===== src/pkg/cap_counter_pkg.sv =====
package cap_counter_pkg;
   // register indices; byte address is four times the index
   localparam logic [5:0] IDX_MAIN = 6'h0a;
   localparam logic [5:0] IDX_CNTH = 6'h0c;
   localparam logic [5:0] IDX_CNTL = 6'h0d;
   localparam logic [5:0] IDX_WRAPH = 6'h0e;
   localparam logic [5:0] IDX_WRAPL = 6'h0f;
   localparam logic [5:0] IDX_CH0C = 6'h10;
   localparam logic [5:0] IDX_CH0H = 6'h11;
   localparam logic [5:0] IDX_CH0L = 6'h12;
   localparam logic [5:0] IDX_CH1C = 6'h13;
   localparam logic [5:0] IDX_CH1H = 6'h14;
   localparam logic [5:0] IDX_CH1L = 6'h15;
   localparam logic [5:0] IDX_ISTAT = 6'h16;
   localparam logic [5:0] IDX_IMASK = 6'h17;
   localparam int ADDR_LSB = 2;

   // field positions, main control and channel control
   localparam int B_FLAG = 7;
   localparam int B_IE = 6;
   localparam int B_HALT = 5;
   localparam int B_CRST = 4;
   localparam int B_LINK = 5;
   localparam int B_MSA = 4;
   localparam int B_ELSB = 3;
   localparam int B_ELSA = 2;
   localparam int B_TOV = 1;
   localparam int B_MAX = 0;
   localparam int I_OVF = 0;
   localparam int I_CH0 = 1;

   // reset values and masks
   localparam logic [15:0] WRAP_RST = 16'hffff;
   localparam logic [6:0] CH1_WMASK = 7'h5f;
   localparam logic [2:0] PS_EXT = 3'h7;
   localparam logic [1:0] RESP_OK = 2'h0;
   localparam logic [1:0] RESP_ERR = 2'h2;

   typedef struct packed {
      logic awvalid;
      logic [7:0] awaddr;
      logic wvalid;
      logic [31:0] wdata;
      logic [3:0] wstrb;
      logic bready;
      logic arvalid;
      logic [7:0] araddr;
      logic rready;
   } axil_req_t;

   typedef struct packed {
      logic awready;
      logic wready;
      logic bvalid;
      logic [1:0] bresp;
      logic arready;
      logic rvalid;
      logic [31:0] rdata;
      logic [1:0] rresp;
   } axil_rsp_t;
endpackage : cap_counter_pkg


===== src/design/two_channel_capture_counter.sv =====
`timescale 1ns/10ps
module two_channel_capture_counter (
   input wire logic clk, // bus clock, 125 MHz
   input wire logic rstn, // async reset, active low
   input wire cap_counter_pkg::axil_req_t axiReq, // lite master in
   output cap_counter_pkg::axil_rsp_t axiRsp, // lite slave out
   input wire logic [1:0] chanPinIn, // pin levels, async
   output logic [1:0] chanPinOut, // pin drive values
   output logic [1:0] chanPinOeN, // low while driving pin
   input wire logic extCountClock, // counter clock pin, async
   output logic irq // level interrupt
);
   import cap_counter_pkg::*;

   typedef struct packed {
      logic [2:0] ps;
      logic halt;
      logic ovfIe;
      logic ovfF;
      logic [15:0] wrap;
      logic [15:0] cnt;
      logic [5:0] div;
      logic [1:0][7:0] chCtl;
      logic [1:0][15:0] chVal;
      logic [1:0] pin;
      logic linkAct;
      logic linkNext;
      logic [2:0] iStat;
      logic [2:0] iMask;
      logic [2:0] extSy;
      logic [1:0][2:0] pinSy;
      logic awHave;
      logic [5:0] awIdx;
      logic wHave;
      logic [7:0] wByte;
      logic wEn;
      logic bvalid;
      logic [1:0] bresp;
      logic rvalid;
      logic [7:0] rdata;
      logic [1:0] rresp;
      logic [5:0] rIdx;
   } state_t;

   // reset values: counter zero, modulo ones, stop set
   localparam state_t ST_RST = '{halt: 1'b1, wrap: WRAP_RST, default: '0};

   state_t s_r;
   state_t s_nxt;
   logic extEdge;
   logic [5:0] psMask;
   logic tickNow;
   logic runNow;
   logic atWrap;
   logic ovfNow;
   logic rstWr;
   logic [15:0] cntNew;
   logic link;
   logic [1:0] outMode;
   logic [1:0] active;
   logic [1:0] capEv;
   logic [1:0] cmpEv;
   logic [1:0][15:0] cmpVal;
   logic doWr;

   // edge match: bit 0 rising, bit 1 falling, both for either edge
   function automatic logic edgeHit(input logic [1:0] els,
                                    input logic now, input logic was);
      edgeHit = (els[0] & now & ~was) | (els[1] & ~now & was);
   endfunction : edgeHit

   // pin action on compare: toggle, clear or set
   function automatic logic pinAct(input logic [1:0] els,
                                   input logic cur);
      case (els)
         2'b01: pinAct = ~cur;
         2'b10: pinAct = 1'b0;
         2'b11: pinAct = 1'b1;
         default: pinAct = cur;
      endcase
   endfunction : pinAct

   function automatic logic isMapped(input logic [5:0] idx);
      isMapped = (idx >= IDX_MAIN) && (idx <= IDX_IMASK)
                 && (idx != 6'h0b);
   endfunction : isMapped

   // read data of one register; unused upper bits read zero
   function automatic logic [7:0] rdByte(input state_t s,
                                         input logic [5:0] idx);
      case (idx)
         // reset bit and bits 4:3 read zero
         IDX_MAIN: rdByte = {s.ovfF, s.ovfIe, s.halt, 2'b00, s.ps};
         IDX_CNTH: rdByte = s.cnt[15:8];
         IDX_CNTL: rdByte = s.cnt[7:0];
         IDX_WRAPH: rdByte = s.wrap[15:8];
         IDX_WRAPL: rdByte = s.wrap[7:0];
         IDX_CH0C: rdByte = s.chCtl[0];
         IDX_CH0H: rdByte = s.chVal[0][15:8];
         IDX_CH0L: rdByte = s.chVal[0][7:0];
         IDX_CH1C: rdByte = s.chCtl[1];
         IDX_CH1H: rdByte = s.chVal[1][15:8];
         IDX_CH1L: rdByte = s.chVal[1][7:0];
         IDX_ISTAT: rdByte = {5'h00, s.iStat};
         IDX_IMASK: rdByte = {5'h00, s.iMask};
         default: rdByte = 8'h00;
      endcase
   endfunction : rdByte

   // all next-state logic: counting first, then writes, then events
   always_comb begin
      s_nxt = s_r;
      // pin rate at most half the bus clock, so the sync sees edges
      s_nxt.extSy = {s_r.extSy[1], s_r.extSy[0], extCountClock};
      extEdge = s_r.extSy[1] & ~s_r.extSy[2];
      s_nxt.div = s_r.div + 6'h01;
      psMask = 6'((7'h01 << s_r.ps) - 7'h01);
      tickNow = (s_r.ps == PS_EXT) ? extEdge
                : ((s_r.div & psMask) == psMask);
      runNow = tickNow & ~s_r.halt;
      atWrap = (s_r.cnt == s_r.wrap);
      // count up, back to zero after the wrap value
      cntNew = atWrap ? 16'h0000 : s_r.cnt + 16'h0001;
      ovfNow = runNow & atWrap;
      if (runNow) begin
         s_nxt.cnt = cntNew;
      end
      link = s_r.chCtl[0][B_LINK];
      // last written pair takes over at overflow
      if (ovfNow & link) begin
         s_nxt.linkAct = s_r.linkNext;
      end
      for (int i = 0; i < 2; i++) begin
         s_nxt.pinSy[i] = {s_r.pinSy[i][1], s_r.pinSy[i][0], chanPinIn[i]};
         // per-channel mode; linked pair acts as output compare
         outMode[i] = s_r.chCtl[i][B_MSA] | ((i == 0) & link);
         active[i] = (i == 0) | ~link;
         capEv[i] = active[i] & ~outMode[i]
                    & edgeHit(s_r.chCtl[i][B_ELSB:B_ELSA],
                              s_r.pinSy[i][1], s_r.pinSy[i][2]);
         cmpVal[i] = ((i == 0) & link & s_r.linkAct) ? s_r.chVal[1]
                     : s_r.chVal[i];
         cmpEv[i] = active[i] & outMode[i] & runNow
                    & (cntNew == cmpVal[i]);
         // overflow toggle; full duty holds the pin high
         if (active[i] & outMode[i] & ovfNow & s_r.chCtl[i][B_TOV]) begin
            s_nxt.pin[i] = s_r.chCtl[i][B_MAX] | ~s_r.pin[i];
         end
         // compare action, after the overflow toggle
         if (cmpEv[i] & ~s_r.chCtl[i][B_MAX]) begin
            s_nxt.pin[i] = pinAct(s_r.chCtl[i][B_ELSB:B_ELSA],
                                  s_nxt.pin[i]);
         end
      end

      // bus slave: address and data taken in either order
      if (axiReq.awvalid & ~s_r.awHave) begin
         s_nxt.awHave = 1'b1;
         s_nxt.awIdx = axiReq.awaddr[7:ADDR_LSB];
      end
      if (axiReq.wvalid & ~s_r.wHave) begin
         s_nxt.wHave = 1'b1;
         s_nxt.wByte = axiReq.wdata[7:0];
         s_nxt.wEn = axiReq.wstrb[0];
      end
      if (s_r.bvalid & axiReq.bready) begin
         s_nxt.bvalid = 1'b0;
      end
      doWr = s_r.awHave & s_r.wHave & ~s_r.bvalid;
      rstWr = 1'b0;
      if (doWr) begin
         s_nxt.awHave = 1'b0;
         s_nxt.wHave = 1'b0;
         s_nxt.bvalid = 1'b1;
         s_nxt.bresp = isMapped(s_r.awIdx) ? RESP_OK : RESP_ERR;
      end
      if (doWr & s_r.wEn) begin
         case (s_r.awIdx)
            // stop bit and write-only counter reset
            IDX_MAIN: begin
               if (~s_r.wByte[B_FLAG]) begin
                  s_nxt.ovfF = 1'b0;
               end
               s_nxt.ovfIe = s_r.wByte[B_IE];
               s_nxt.halt = s_r.wByte[B_HALT];
               s_nxt.ps = s_r.wByte[2:0];
               rstWr = s_r.wByte[B_CRST];
            end
            IDX_WRAPH: s_nxt.wrap[15:8] = s_r.wByte;
            IDX_WRAPL: s_nxt.wrap[7:0] = s_r.wByte;
            // flag clears on a zero write only
            IDX_CH0C: begin
               s_nxt.chCtl[0][6:0] = s_r.wByte[6:0];
               if (~s_r.wByte[B_FLAG]) begin
                  s_nxt.chCtl[0][B_FLAG] = 1'b0;
               end
            end
            IDX_CH1C: begin
               s_nxt.chCtl[1][6:0] = s_r.wByte[6:0] & CH1_WMASK;
               if (~s_r.wByte[B_FLAG]) begin
                  s_nxt.chCtl[1][B_FLAG] = 1'b0;
               end
            end
            IDX_CH0H: begin
               s_nxt.chVal[0][15:8] = s_r.wByte;
               s_nxt.linkNext = 1'b0;
            end
            IDX_CH0L: begin
               s_nxt.chVal[0][7:0] = s_r.wByte;
               s_nxt.linkNext = 1'b0;
            end
            IDX_CH1H: begin
               s_nxt.chVal[1][15:8] = s_r.wByte;
               s_nxt.linkNext = 1'b1;
            end
            IDX_CH1L: begin
               s_nxt.chVal[1][7:0] = s_r.wByte;
               s_nxt.linkNext = 1'b1;
            end
            IDX_ISTAT: s_nxt.iStat = s_r.iStat & ~s_r.wByte[2:0];
            IDX_IMASK: s_nxt.iMask = s_r.wByte[2:0];
            default: s_nxt.iMask = s_r.iMask;
         endcase
      end
      // software reset of counter and prescaler beats the tick
      if (rstWr) begin
         s_nxt.cnt = 16'h0000;
         s_nxt.div = 6'h00;
      end

      // read channel; answer one cycle after address is taken
      if (s_r.rvalid & axiReq.rready) begin
         s_nxt.rvalid = 1'b0;
      end
      if (axiReq.arvalid & ~s_r.rvalid) begin
         s_nxt.rvalid = 1'b1;
         s_nxt.rIdx = axiReq.araddr[7:ADDR_LSB];
         s_nxt.rdata = rdByte(s_r, axiReq.araddr[7:ADDR_LSB]);
         s_nxt.rresp = isMapped(axiReq.araddr[7:ADDR_LSB]) ? RESP_OK
                       : RESP_ERR;
      end

      // events last so a set beats a same-cycle clear
      if (ovfNow) begin
         s_nxt.ovfF = 1'b1;
         s_nxt.iStat[I_OVF] = 1'b1;
      end
      for (int i = 0; i < 2; i++) begin
         // latch the counter, capture wins over a write
         if (capEv[i]) begin
            s_nxt.chVal[i] = s_r.cnt;
         end
         if (capEv[i] | cmpEv[i]) begin
            s_nxt.chCtl[i][B_FLAG] = 1'b1;
            s_nxt.iStat[I_CH0 + i] = 1'b1;
         end
      end
   end

   // single state register
   always_ff @(posedge clk or negedge rstn) begin
      if (!rstn) begin
         s_r <= ST_RST;
      end else begin
         s_r <= s_nxt;
      end
   end

   // ready terms may be combinational, data from flops
   always_comb begin
      axiRsp.awready = ~s_r.awHave;
      axiRsp.wready = ~s_r.wHave;
      axiRsp.bvalid = s_r.bvalid;
      axiRsp.bresp = s_r.bresp;
      axiRsp.arready = ~s_r.rvalid;
      axiRsp.rvalid = s_r.rvalid;
      axiRsp.rdata = {24'h000000, s_r.rdata};
      axiRsp.rresp = s_r.rresp;
   end

   // undriven pins stay free for the general port logic
   always_comb begin
      for (int i = 0; i < 2; i++) begin
         chanPinOeN[i] = ~(active[i] & outMode[i]
                           & (s_r.chCtl[i][B_ELSB:B_ELSA] != 2'b00));
      end
      chanPinOut = s_r.pin;
   end

   // masked and enabled status bits form the interrupt
   assign irq = |(s_r.iStat & s_r.iMask
                  & {s_r.chCtl[1][B_IE], s_r.chCtl[0][B_IE], s_r.ovfIe});
endmodule : two_channel_capture_counter


===== config.mk =====
export PLATFORM = sky130hd
export DESIGN_NAME = two_channel_capture_counter
export DESIGN_NICKNAME = d
export VERILOG_FILES = /design/src/pkg/cap_counter_pkg.sv /design/src/design/two_channel_capture_counter.sv
export SDC_FILE = /design/constraint.sdc
export NUM_CORES = 1
export LEC_CHECK = 0
export BUFFER_PORTS_ARGS = -buffer_cell sky130_fd_sc_hd__buf_2
export CORE_ASPECT_RATIO = 0.6
export CORE_MARGIN = 10
export CORE_UTILIZATION = 46
export CTS_CLUSTER_DIAMETER = 120
export DETAILED_ROUTE_END_ITERATION = 8
export HOLD_SLACK_MARGIN = 0.08
export PLACE_DENSITY = 0.62
export SYNTH_ARGS = -nofsm -noshare
export SYNTH_HDL_FRONTEND = slang
export SYNTH_SLANG_ARGS = --single-unit

===== constraint.sdc =====
create_clock -name clk -period 7.2 [get_ports clk]
set_clock_uncertainty 0.2 [all_clocks]
set_input_delay 1.44 -clock clk [delete_from_list [all_inputs] [get_ports clk]]
set_output_delay 1.44 -clock clk [all_outputs]
set_load 0.01 [all_outputs]

; ---- Word level (Yosys, flattened, before mapping)
; Cells that the tools add are included.
[totals]
register_bits = 147
out_inout_bits = 46
elab_cells = 250
[classes]
addsub = 3
magnitude_cmp = 4
eq_ne = 40
shifts = 1
n_mux = 48
bitwise = 70
n_reduce_logical = 47
[op_table]
columns = op, n
row1 = $pmux 8 s13, 1
row2 = $eq 6x5->1 const B, 16
row3 = $mux 16, 5
row4 = $mux 8, 8
row5 = $eq 16x16->1, 3
row6 = $eq 6x4->1 const B, 8
row7 = $mux 48, 1
row8 = $reduce_bool 2->1, 23
row9 = $and 1x1->1, 37
row10 = $mux 17, 2
row11 = $reduce_and 2->1, 14
row12 = $mux 22, 1
row13 = $not 1->1, 21
row14 = $mux 1, 19
row15 = $add 16x1->16 const B, 1
row16 = $ge 6x4->1 const B, 2
row17 = $le 6x5->1 const B, 2
row18 = $ne 6x4->1 const B, 2
row19 = $mux 10, 1
row20 = $and 3x3->3, 3
row21 = $mux 3, 3
row22 = $reduce_and 3->1, 3
row23 = $eq 2x2->1 const B, 4
row24 = $mux 7, 1
row25 = other kinds (17), 32

; ---- Longest topological paths before layout
; Gate-level depths: netlist of the first run.
[depth]
word_depth = 13
depth_mapped = 11
mapped_depth_nobuf = 10

; ---- Worst setup path after synthesis of the first run
; Ideal clock, no wire load.
[synth_timing]
path_kind = input -> register
startpoint = input port axiReq[4] in the netlist's numbering
endpoint = register s_r (netlist bit axiRsp[2])
setup_ps = 133
arrival_ps = 2910
setup_slack_ps = 3957
stages = 10
path_buffers = 2
path_cell_list = clkbuf_1 > clkbuf_1 > mux2i_1 > nor2_1 > a21oi_1 > o22ai_1 > a21oi_1 > nand2_1 > a221oi_1 > o21ai_0
[synth_via]
elab_chain_len = 2
word_cells_on_any_way = 14
cone_classes = eq/ne: 13 / mux: 1
[synth_rtl]
columns = item, line
row1 = start: declaration, two_channel_capture_counter.sv:5  ; input wire cap_counter_pkg::axil_req_t axiReq,
row2 = $eq 6x5->1 / $eq 6x4->1 (equally long branches), two_channel_capture_counter.sv:91  ; case (idx)
row3 = $pmux 8 s13 *, two_channel_capture_counter.sv:91
row4 = end signal: assignment, two_channel_capture_counter.sv:265  ; s_r <= s_nxt;
row5 = end: declaration, two_channel_capture_counter.sv:48  ; state_t s_r;
; Mark *: on every way between the ends. The rest lies on a longest branch, timed or not.
; A chain may end at the register's enable or synchronous reset.

; ---- Final worst setup path of the first run
[layout_timing]
startpoint = register s_r[113] in the netlist's numbering
endpoint = register s_r[103] in the netlist's numbering
[layout_via]
elab_chain_len = 7
word_cells_on_any_way = 11
cone_classes = add/sub: 1 / eq/ne: 3 / mux: 2 / bitwise: 2 / reduce/logical: 3
[layout_rtl]
columns = item, line
row1 = $add 16x1->16 / $eq 16x16->1 (equally long branches), "two_channel_capture_counter.sv:123, two_channel_capture_counter.sv:121"
row2 = $mux 16 *, two_channel_capture_counter.sv:123  ; cntNew = atWrap ? 16'h0000 : s_r.cnt + 16'h0001;
row3 = $eq 16x16->1 *, two_channel_capture_counter.sv:144  ; & (cntNew == cmpVal[i]);
row4 = $and 1x1->1 *, two_channel_capture_counter.sv:144
row5 = $or 1x1->1 *, two_channel_capture_counter.sv:253  ; if (capEv[i] | cmpEv[i]) begin
row6 = $ne 2x1->1 (no line) / $reduce_bool 2->1 (equally long branches), -
row7 = $reduce_and 3->1 (no line), -
; Marks and branches as above.

==> results.toml, run 1 <==
[status]
status = "finished, final reports clean"

[final_layout]
drive_above_1_share_pct = 17.8
stdcell_count = 1193
layout.nets = 1004
syn2layout_area_growth_pct = 8.12
n_antenna_cell = 0
design_area_um2 = 9150
utilization_pct = 50.6

[min_path]
hp-start = "s_nxt[41]"
hp-class = "register to register"

[grt]
grtUsageTotal_pct = 23.2
antenna_found_initial = 0
grt_pass1_wl_mm = 43.6
grt_pass1_vias = 6736
grt_overflow_total = 0
grt_max_degree = 80

[sta]
rsz0062_at_grt = "no"
tns_ps = 0
finalSetupViolCount = 0
finalCriticalPeriod_ps = 4280
clock.fmax_ghz = 0.234
slew_headroom_pct = 26.8
hold_viol_final = 0
timing.final.crit_share_pct = 59.4
final_max_slew_viol_count = 0
tightest_slew_ps = 1090

[flow_run]
cap_viol_max_count = 0

[clock_tree]
cts.sinks = 139
clock_path_buffers = 2
cts_resized = 0
numCtsBuffers = 17
post_cts_buffers = 0
cts_hold_buffers = 0
htreeDepth = 4
clk_pin_slew_ps = 70
cts_tree = "done"
clk_latency_ps = 430
clock-root-buffer = "clkbuf_16"

[critical_path]
critical_path_class = "register to register"
critical_path_arrival_ps = 4370
cp-start-kind = "register"
crit_path_max_fanout = 16
r2r_start = "s_r[113]"
critPathLaunch = "s_r[113]"
required_ps = 7290
setup.worst_path.end_class = "register"

[synthesis]
synth_seq_cells = 139
syn_inst = 936
seq_area_frac_synth_pct = 41.4
synth-main-ff-cell = "dfrtp_1"
synthDistinctLibCells = 71
synth_area_leaders = "dfrtp_1, mux2_2, dfstp_2, o21ai_0, nand2_1"
yosysWarnings = 0
synth_top_cell_by_area = "dfrtp_1"
async_flop_share_pct = 100
synth-edff-count = 0
yosysTopAreaCellShare_pct = 36.1
mappedNetlistArea_um2 = 8460
syn_avg_cell_area_um2 = 9.04

[placed_design]
io_buffers = 50
place.gp.congestion = 0.969
dp_cells = 1161
placed_area_um2 = 8620
hpwlAfterDp_mm = 20.7

[power_and_ir_drop]
ir_drop_v = 0.000279
total_power_w = 0.00326
p_per_area_nw_per_um2 = 356
p_leak_nw = 3.84

[die]
die_area_um2 = 24400
start_util_pct = 46.8
placementRows = 38
die_h_um = 125
ioPinCount = 108
core_area_um2 = 18100
die_w_um = 195

[routing]
wl_per_cell_um = 24.0
avgViaCountPerCell = 6.17
dr.pass1.iters = 6
drc = 0
drt-initial-drc-count = 808
drt_wl_total_mm = 28.7
vias = 7358
ant_nets = 0
-- flip-flops by register name, summed over array words and instances (netlist names) --
name,flops
s_nxt,6
cmpVal,16
chanPinOut,2
axiRsp,12
link,1
s_r,101
outMode,1
-- cells in the mapped netlist (11+ instances only) --
cell      count
a211oi_1     12
inv_1        26
nand2_1      93
dfrtp_1     122
nand4_1      13
buf_4        41
nor3_1       23
a21oi_1      63
mux2i_1      18
a22oi_1      14
dfstp_2      17
nor2_1       85
mux2_2       51
nand3_1      25
o21ai_0      73
buf_2        11
clkbuf_1     40
a221oi_1     11
xnor2_1      30
and3_1       11
-- metal layers --
metal,track usage (%),wire (um),vias up
li1,-,-,3327
met1,35.9,13700,3615
met2,28.2,10800,380
met3,9.21,3760,34
met4,5.19,354,2
met5,2.53,85,-
-- path summary, 6_finish.rpt --
kind	to	slack (ps)	cells past startpoint
max in group asynchronous	s_r[45]	4580	2
setup / recovery	s_r[103]	2920	9
hold reg to reg	s_nxt[42]	150	0
hold / removal	s_nxt[42]	150	0
min in group asynchronous	axiRsp[1]	790	1
setup reg to reg	s_r[103]	2920	9
-- cells by family after synthesis --
group | Yosys count | synth area share (%)
buffers and inverters | 122 | 7.59
AND/OR/NAND/NOR | 317 | 18.9
XOR/XNOR | 41 | 4.41
adder cells (fa/ha/maj) | 2 | 0.296
flip-flops | 139 | 41.4
AO/OA/AOI/OAI | 245 | 18.5
other | 1 | 0.0443
multiplexers | 69 | 8.92
-- critical path: stages (launching register included) --
cell and delay, ps:
dfrtp_1 780, nand3_2 390, nor4_2 570, xor2_1 460, a21oi_1 60, nor4b_1 170, o32ai_1 870, nor3_1 150
nor2_1 370, nand2_1 100
-- power by group --
group | internal (W) | total, W | switching (W)
clock | 0.000441 | 0.000803 | 0.000362
sequential | 0.00100 | 0.00140 | 0.000396
combinational | 0.000422 | 0.00106 | 0.000635
-- through the flow --
stage / worst slack, ps / hold slack (ps)
2_1_floorplan: 3960 / 131
3_3_place_gp: 3180 / 132
3_5_place_dp: 3140 / 135
4_1_cts: 3120 / 149
5_1_grt: 2680 / 156
6_report: 2920 / 148
-- cell type report --
cell class                 instances  area [um2]
inverter                          26        97.6
fill                            1720        8920
clock inverter                    13        93.8
clock buffer                      19         433
timing repair buffer              56         302
multi-input combinational        700        4420
tap                              240         300
sequential                       139        3500
-- cell usage in the layout (no fill, tap or decap), types with 6 or more instances in the layout --
master | netlist | final
nand3_1 | 25 | 25
a22o_1 | 7 | 7
buf_2 | 11 | 49
mux2i_1 | 18 | 18
and2_1 | 7 | 7
xnor2_1 | 30 | 30
a21o_1 | 7 | 7
a31oi_1 | 8 | 8
a222oi_1 | 7 | 7
conb_1 | 1 | 26
xor2_1 | 10 | 10
nand2b_1 | 6 | 6
buf_4 | 41 | 6
dfrtp_1 | 122 | 122
a221oi_1 | 11 | 11
o21ai_0 | 73 | 73
a21oi_1 | 63 | 62
mux2_2 | 51 | 51
nand2_1 | 93 | 93
nor2b_1 | 8 | 8
clkbuf_16 | 0 | 17
nand3b_1 | 8 | 8
a22oi_1 | 14 | 14
nor4_1 | 9 | 9
nand4_1 | 13 | 13
a211oi_1 | 12 | 12
nor2_1 | 85 | 85
dfstp_2 | 17 | 17
inv_1 | 26 | 26
nor3_1 | 23 | 22
and3_1 | 11 | 11
Power figures use the tool's default switching activity.
==> run 2, diff against run 1 <==
--- a/config.mk
+++ b/config.mk
@@ -12,7 +12,7 @@
 export CTS_CLUSTER_DIAMETER = 120
 export DETAILED_ROUTE_END_ITERATION = 8
 export HOLD_SLACK_MARGIN = 0.08
-export PLACE_DENSITY = 0.62
+export PLACE_DENSITY = 0.64
 export SYNTH_ARGS = -nofsm -noshare
 export SYNTH_HDL_FRONTEND = slang
 export SYNTH_SLANG_ARGS = --single-unit
==> constraint.sdc (replaced) <==
create_clock -name clk -period 3.76 [get_ports clk]
set_clock_uncertainty 0.2 [all_clocks]
set_input_delay 0.752 -clock clk [delete_from_list [all_inputs] [get_ports clk]]
set_output_delay 0.752 -clock clk [all_outputs]
set_load 0.01 [all_outputs]
==> results.toml, run 2 (synthesis results as in run 1) <==
[status]
status = "finished, final reports clean"

[power_and_ir_drop]
swShare_pct = 40.1
p_per_area_nw_per_um2 = 694
pwr-share-comb_pct = 34.8
seqPwrFrac_pct = 38.8
p_leak_nw = 4.10
ir_drop_v = 0.000522
internal_power_w = 0.00397
clkPwrFrac_pct = 26.4
switching_power_w = 0.00266

[die]
placementRows = 38
die_h_um = 125
start_util_pct = 46.8
die_w_um = 195
ioPinCount = 108
core_area_um2 = 18100
die_area_um2 = 24400

[routing]
drc = 0
drt_wl_total_mm = 29.7
dr.pass1.iters = 6
wl_per_cell_um = 24.1
ant_nets = 0
drt-initial-drc-count = 991
avgViaCountPerCell = 6.21
vias = 7646

[sta]
hold_viol_final = 0
tightest_slew_ps = 879
clock.fmax_ghz = 0.279
slew_headroom_pct = 41.2
finalCriticalPeriod_ps = 3590
finalSetupViolCount = 0
timing.final.crit_share_pct = 95.5
final_max_slew_viol_count = 0
tns_ps = 0
rsz0062_at_grt = "no"

[final_layout]
multi_input_area_um2 = 4430
largest_register_ffs = 101
syn2layout_area_growth_pct = 13.0
final_common_cell = "dfrtp_1"
drive_above_1_share_pct = 21.1
final_cell_mix = "dfrtp_1, nand2_1, nor2_1"
ff_latch_area_um2 = 3500
n_fill_cell = 1721
stdcell_count = 1232
layout.nets = 1042
top_register = "s_r"

[clock_tree]
cts_tree = "done"
clk_latency_ps = 430
post_cts_buffers = 0
clk_pin_slew_ps = 60
cts_hold_buffers = 0
numCtsBuffers = 17
htreeDepth = 4
cts.sinks = 139
clock_path_buffers = 2
clock-root-buffer = "clkbuf_16"

[critical_path]
crit_path_max_fanout = 8
critPathTopFamily = "simple AND/OR/NAND/NOR gates"
critPathBufInv = 0
cp_cell_sequence = "nand4_1 -> nor4_4 -> xnor2_1 -> a2111oi_2 -> nand4b_1 -> nor4_1 -> o211ai_1 -> a211o_1 -> and3_1"
required_ps = 3880
cpPeakStageDelay_ps = 680
cp-start-kind = "register"
setup.worst_path.end_class = "register"
critical_path_arrival_ps = 3710
cpMaxStageDelayCell = "dfrtp_1"
critical_path_class = "register to register"

[min_path]
hp-class = "input pin to async pin"

[placed_design]
hpwlAfterDp_mm = 22.5
place.gp.congestion = 1.02
dp_cells = 1199
io_buffers = 50

[grt]
grtUsageTotal_pct = 23.9
grt_overflow_total = 0
grt_pass1_vias = 7122
grt_max_degree = 73
antenna_found_initial = 1
grt_pass1_wl_mm = 45.0

[flow_run]
cap_viol_max_count = 0
## run 2: cell count changes in the layout (fill, tap and decap cells not counted), moves of 2 or more
cell | previous run | this run
buf_4 | 6 | 42
bufinv_16 | 0 | 3
clkbuf_8 | 0 | 3
clkinvlp_4 | 4 | 1
buf_12 | 0 | 2
inv_6 | 3 | 1
## run 2: layout make-up
| class | instances | area share, % |
|---|---|---|
| multi-input combinational | 700 | 46.4 |
| clock inverter | 10 | 1.45 |
| antenna | 1 | 0.0262 |
| sequential | 139 | 36.6 |
| timing repair buffer | 94 | 6.40 |
| tap | 240 | 3.14 |
| clock buffer | 22 | 4.96 |
| inverter | 26 | 1.02 |
## run 2: worst paths after layout
kind	start	to	slack, ps	cells after the start
worst max-delay path	s_r[120]	chanPinOut[0]	170	9
worst min-delay path	rstn	axiRsp[34]	130	1
worst max register to register	s_r[120]	chanPinOut[0]	170	9
worst min register to register	s_nxt[41]	s_nxt[42]	150	0
max in group asynchronous	rstn	s_r[140]	2420	2
min in group clk	s_nxt[41]	s_nxt[42]	150	0
## run 2: power by group through the flow
stage	Combinational [W]	Clock, W	Sequential, W
floorplan	0.00166	0	0.00220
global placement	0.00221	0	0.00254
detailed placement	0.00225	0	0.00255
CTS	0.00226	0.00177	0.00253
global route	0.00253	0.00184	0.00261
finish	0.00231	0.00175	0.00257
## run 2: layer usage
| metal | global-route usage, % | routed length (um) | part of all wire (%) | up-vias |
|---|---|---|---|---|
| met3 | 9.39 | 3940 | 13 | 40 |
| met1 | 36.2 | 14000 | 47 | 3737 |
| met4 | 4.96 | 450 | 1.5 | 0 |
| met5 | 0 | 0 | 0 | - |
| met2 | 30.6 | 11300 | 38 | 464 |
| li1 | - | - | - | 3405 |
## run 2: repair_timing
| action | CTS | global route |
|---|---|---|
| endpoints found under the hold margin | 0 | 0 |
| gates resized for setup | 0 | 2 |
| endpoints found under the setup margin | 0 | 2 |
## run 2: worst register-to-register path, stage by stage, from the launching register on
cell and delay [ps]:
dfrtp_1 680, nand4_1 350, nor4_4 390, xnor2_1 200
a2111oi_2 460, nand4b_1 160, nor4_1 320, o211ai_1 280
a211o_1 290, and3_1 160
## run 2: stage by stage
| step | setup slack, ps | hold WS [ps] | instance area [um2] | power, W | utilization [%] |
|---|---|---|---|---|---|
| after global routing | 30.2 | 162 | 9550 | 0.00698 | 52.9 |
| after floorplan | 854 | 131 | 8550 | 0.00386 | - |
| after global placement | 300 | 134 | 8930 | 0.00475 | 49.4 |
| after CTS | 240 | 150 | 9540 | 0.00656 | 52.8 |
| final | 170 | 128 | 9560 | 0.00663 | 52.9 |
| after detailed placement | 259 | 137 | 8930 | 0.00480 | 49.4 |
==> run 3, diff against run 2 <==
--- a/config.mk
+++ b/config.mk
@@ -5,14 +5,14 @@
 export SDC_FILE = /design/constraint.sdc
 export NUM_CORES = 1
 export LEC_CHECK = 0
-export BUFFER_PORTS_ARGS = -buffer_cell sky130_fd_sc_hd__buf_2
 export CORE_ASPECT_RATIO = 0.6
 export CORE_MARGIN = 10
-export CORE_UTILIZATION = 46
+export CORE_UTILIZATION = 45
 export CTS_CLUSTER_DIAMETER = 120
 export DETAILED_ROUTE_END_ITERATION = 8
+export DONT_BUFFER_PORTS = 1
 export HOLD_SLACK_MARGIN = 0.08
-export PLACE_DENSITY = 0.64
+export PLACE_DENSITY = 0.58
 export SYNTH_ARGS = -nofsm -noshare
 export SYNTH_HDL_FRONTEND = slang
 export SYNTH_SLANG_ARGS = --single-unit
==> results.toml, run 3 (synthesis results as in run 1) <==
[final_layout]
n_antenna_cell = 0
final_common_cell = "dfrtp_1"
design_area_um2 = 9260
syn2layout_area_growth_pct = 9.45
ff_latch_area_um2 = 3500
layout.nets = 990
largest_register_ffs = 101
final_cell_mix = "dfrtp_1, nand2_1, nor2_1"
multi_input_area_um2 = 4420
top_register = "s_r"
drive_above_1_share_pct = 16.6
n_fill_cell = 1750

[sta]
hold_viol_final = 123
finalCriticalPeriod_ps = 3560
clock.fmax_ghz = 0.281
tns_ps = 0
whs_ps = -181
layout_setup_ws_ps = 196
tightest_slew_ps = 1050
final_max_slew_viol_count = 0
slew_headroom_pct = 30.0
timing.final.crit_share_pct = 94.8
finalSetupViolCount = 0
rsz0062_at_grt = "no"

[critical_path]
critical_path_arrival_ps = 3680
required_ps = 3870
critPathTopFamily = "simple AND/OR/NAND/NOR gates"
path_depth = 10
setup.worst_path.end_class = "register"
cpMaxStageDelayCell = "a21oi_1"
critical_path_class = "register to register"
r2r_cells = 10
cp-start-kind = "register"
critPathBufInv = 0
cpPeakStageDelay_ps = 450
crit_top_cell = "and3_1"
crit_path_max_fanout = 6
cp_cell_sequence = "ha_1 -> and3_1 -> nand2_1 -> or3_1 -> a21oi_1 -> xnor2_1 -> nor4_1 -> o211ai_1 -> a211o_1 -> and3_1"

[clock_tree]
cts_tree = "done"
clk_latency_ps = 430
htreeDepth = 4
cts.sinks = 139
clock_path_buffers = 2
numCtsBuffers = 17
clk_pin_slew_ps = 60
clock-root-buffer = "clkbuf_16"

[status]
violations = "hold timing"
status = "finished, violations left"

[routing]
avgViaCountPerCell = 6.27
drt-initial-drc-count = 1030
dr.pass1.iters = 6
vias = 7390
wl_per_cell_um = 24.8
drt_wl_total_mm = 29.2
ant_nets = 0
drc = 0

[placed_design]
hpwlAfterDp_mm = 22.2
place.gp.congestion = 1.00
io_buffers = 0
pre_cts_ws_ps = 259
placed_area_um2 = 8650

[grt]
grt_pass1_wl_mm = 44.2
grt_overflow_total = 0
grtUsageTotal_pct = 23.6
grt_pass1_vias = 6777
grt_max_degree = 140
antenna_found_initial = 0

[die]
ioPinCount = 108
die_h_um = 126
start_util_pct = 46.3
core_area_um2 = 18300
die_area_um2 = 24900
die_w_um = 197
placementRows = 38

[power_and_ir_drop]
p_leak_nw = 3.86
p_per_area_nw_per_um2 = 708
ir_drop_v = 0.000491

[flow_run]
cap_viol_max_count = 0

[min_path]
hp-class = "input pin to async pin"
[run 3: cell types whose count changed in the layout (fill, tap and decap cells not counted), moves of 2 or more]
cell / change
clkbuf_8: -2
clkinv_2: -3
clkinv_4: +2
buf_2: -49
[run 3: per-stage QoR]
stage	std cells	utilization [%]	power [W]	hold WS, ps
floorplan	961	-	0.00386	131
global placement	1147	47.4	0.00469	133
detailed placement	1147	47.4	0.00472	136
CTS	1179	50.7	0.00649	-197
global route	1179	50.7	0.00690	-204
finish	1179	50.7	0.00655	-181
[run 3: repair_timing]
item	in CTS	in global routing
setup endpoints to repair	0	1
gates resized for setup	0	1
setup buffers	0	0
hold endpoints to repair	139	139
[run 3: per-layer routing]
metal	global-route usage (%)	routed length, um	part of all wire [%]
met5	0	0	0
met1	36.8	13800	47
met4	4.64	262	0.90
met2	29.3	11100	38
met3	8.83	4090	14
[run 3: worst reg2reg max path, stage by stage, from the launching register on]
cell and delay, ps:
dfrtp_1 360, ha_1 380, and3_1 320, nand2_1 140, or3_1 440, a21oi_1 450, xnor2_1 200, nor4_1 200
o211ai_1 290, a211o_1 310, and3_1 160
[run 3: power by group]
group          total (W)  internal [W]  switching, W
sequential       0.00261       0.00192      0.000692
clock            0.00175       0.00107      0.000680
combinational    0.00219      0.000908       0.00128
[run 3: area by class of cell]
cell class | instances | share of cell area (%)
Clock inverter | 11 | 1.74
Inverter | 26 | 1.05
Sequential cell | 139 | 37.8
Clock buffer | 21 | 4.86
Tap cell | 240 | 3.24
Timing Repair Buffer | 42 | 3.54
Multi-Input combinational cell | 700 | 47.7
[run 3: path summary, 6_finish.rpt]
kind                                start       endpoint  slack, ps
min in group clk                s_nxt[38]      s_nxt[39]        150
max in group asynchronous            rstn       s_r[129]       3320
worst max register to register   s_r[110]  chanPinOut[0]        200
worst min-delay path                 rstn     axiRsp[37]       -180
worst min register to register  s_nxt[38]      s_nxt[39]        150
worst max-delay path             s_r[110]  chanPinOut[0]        200
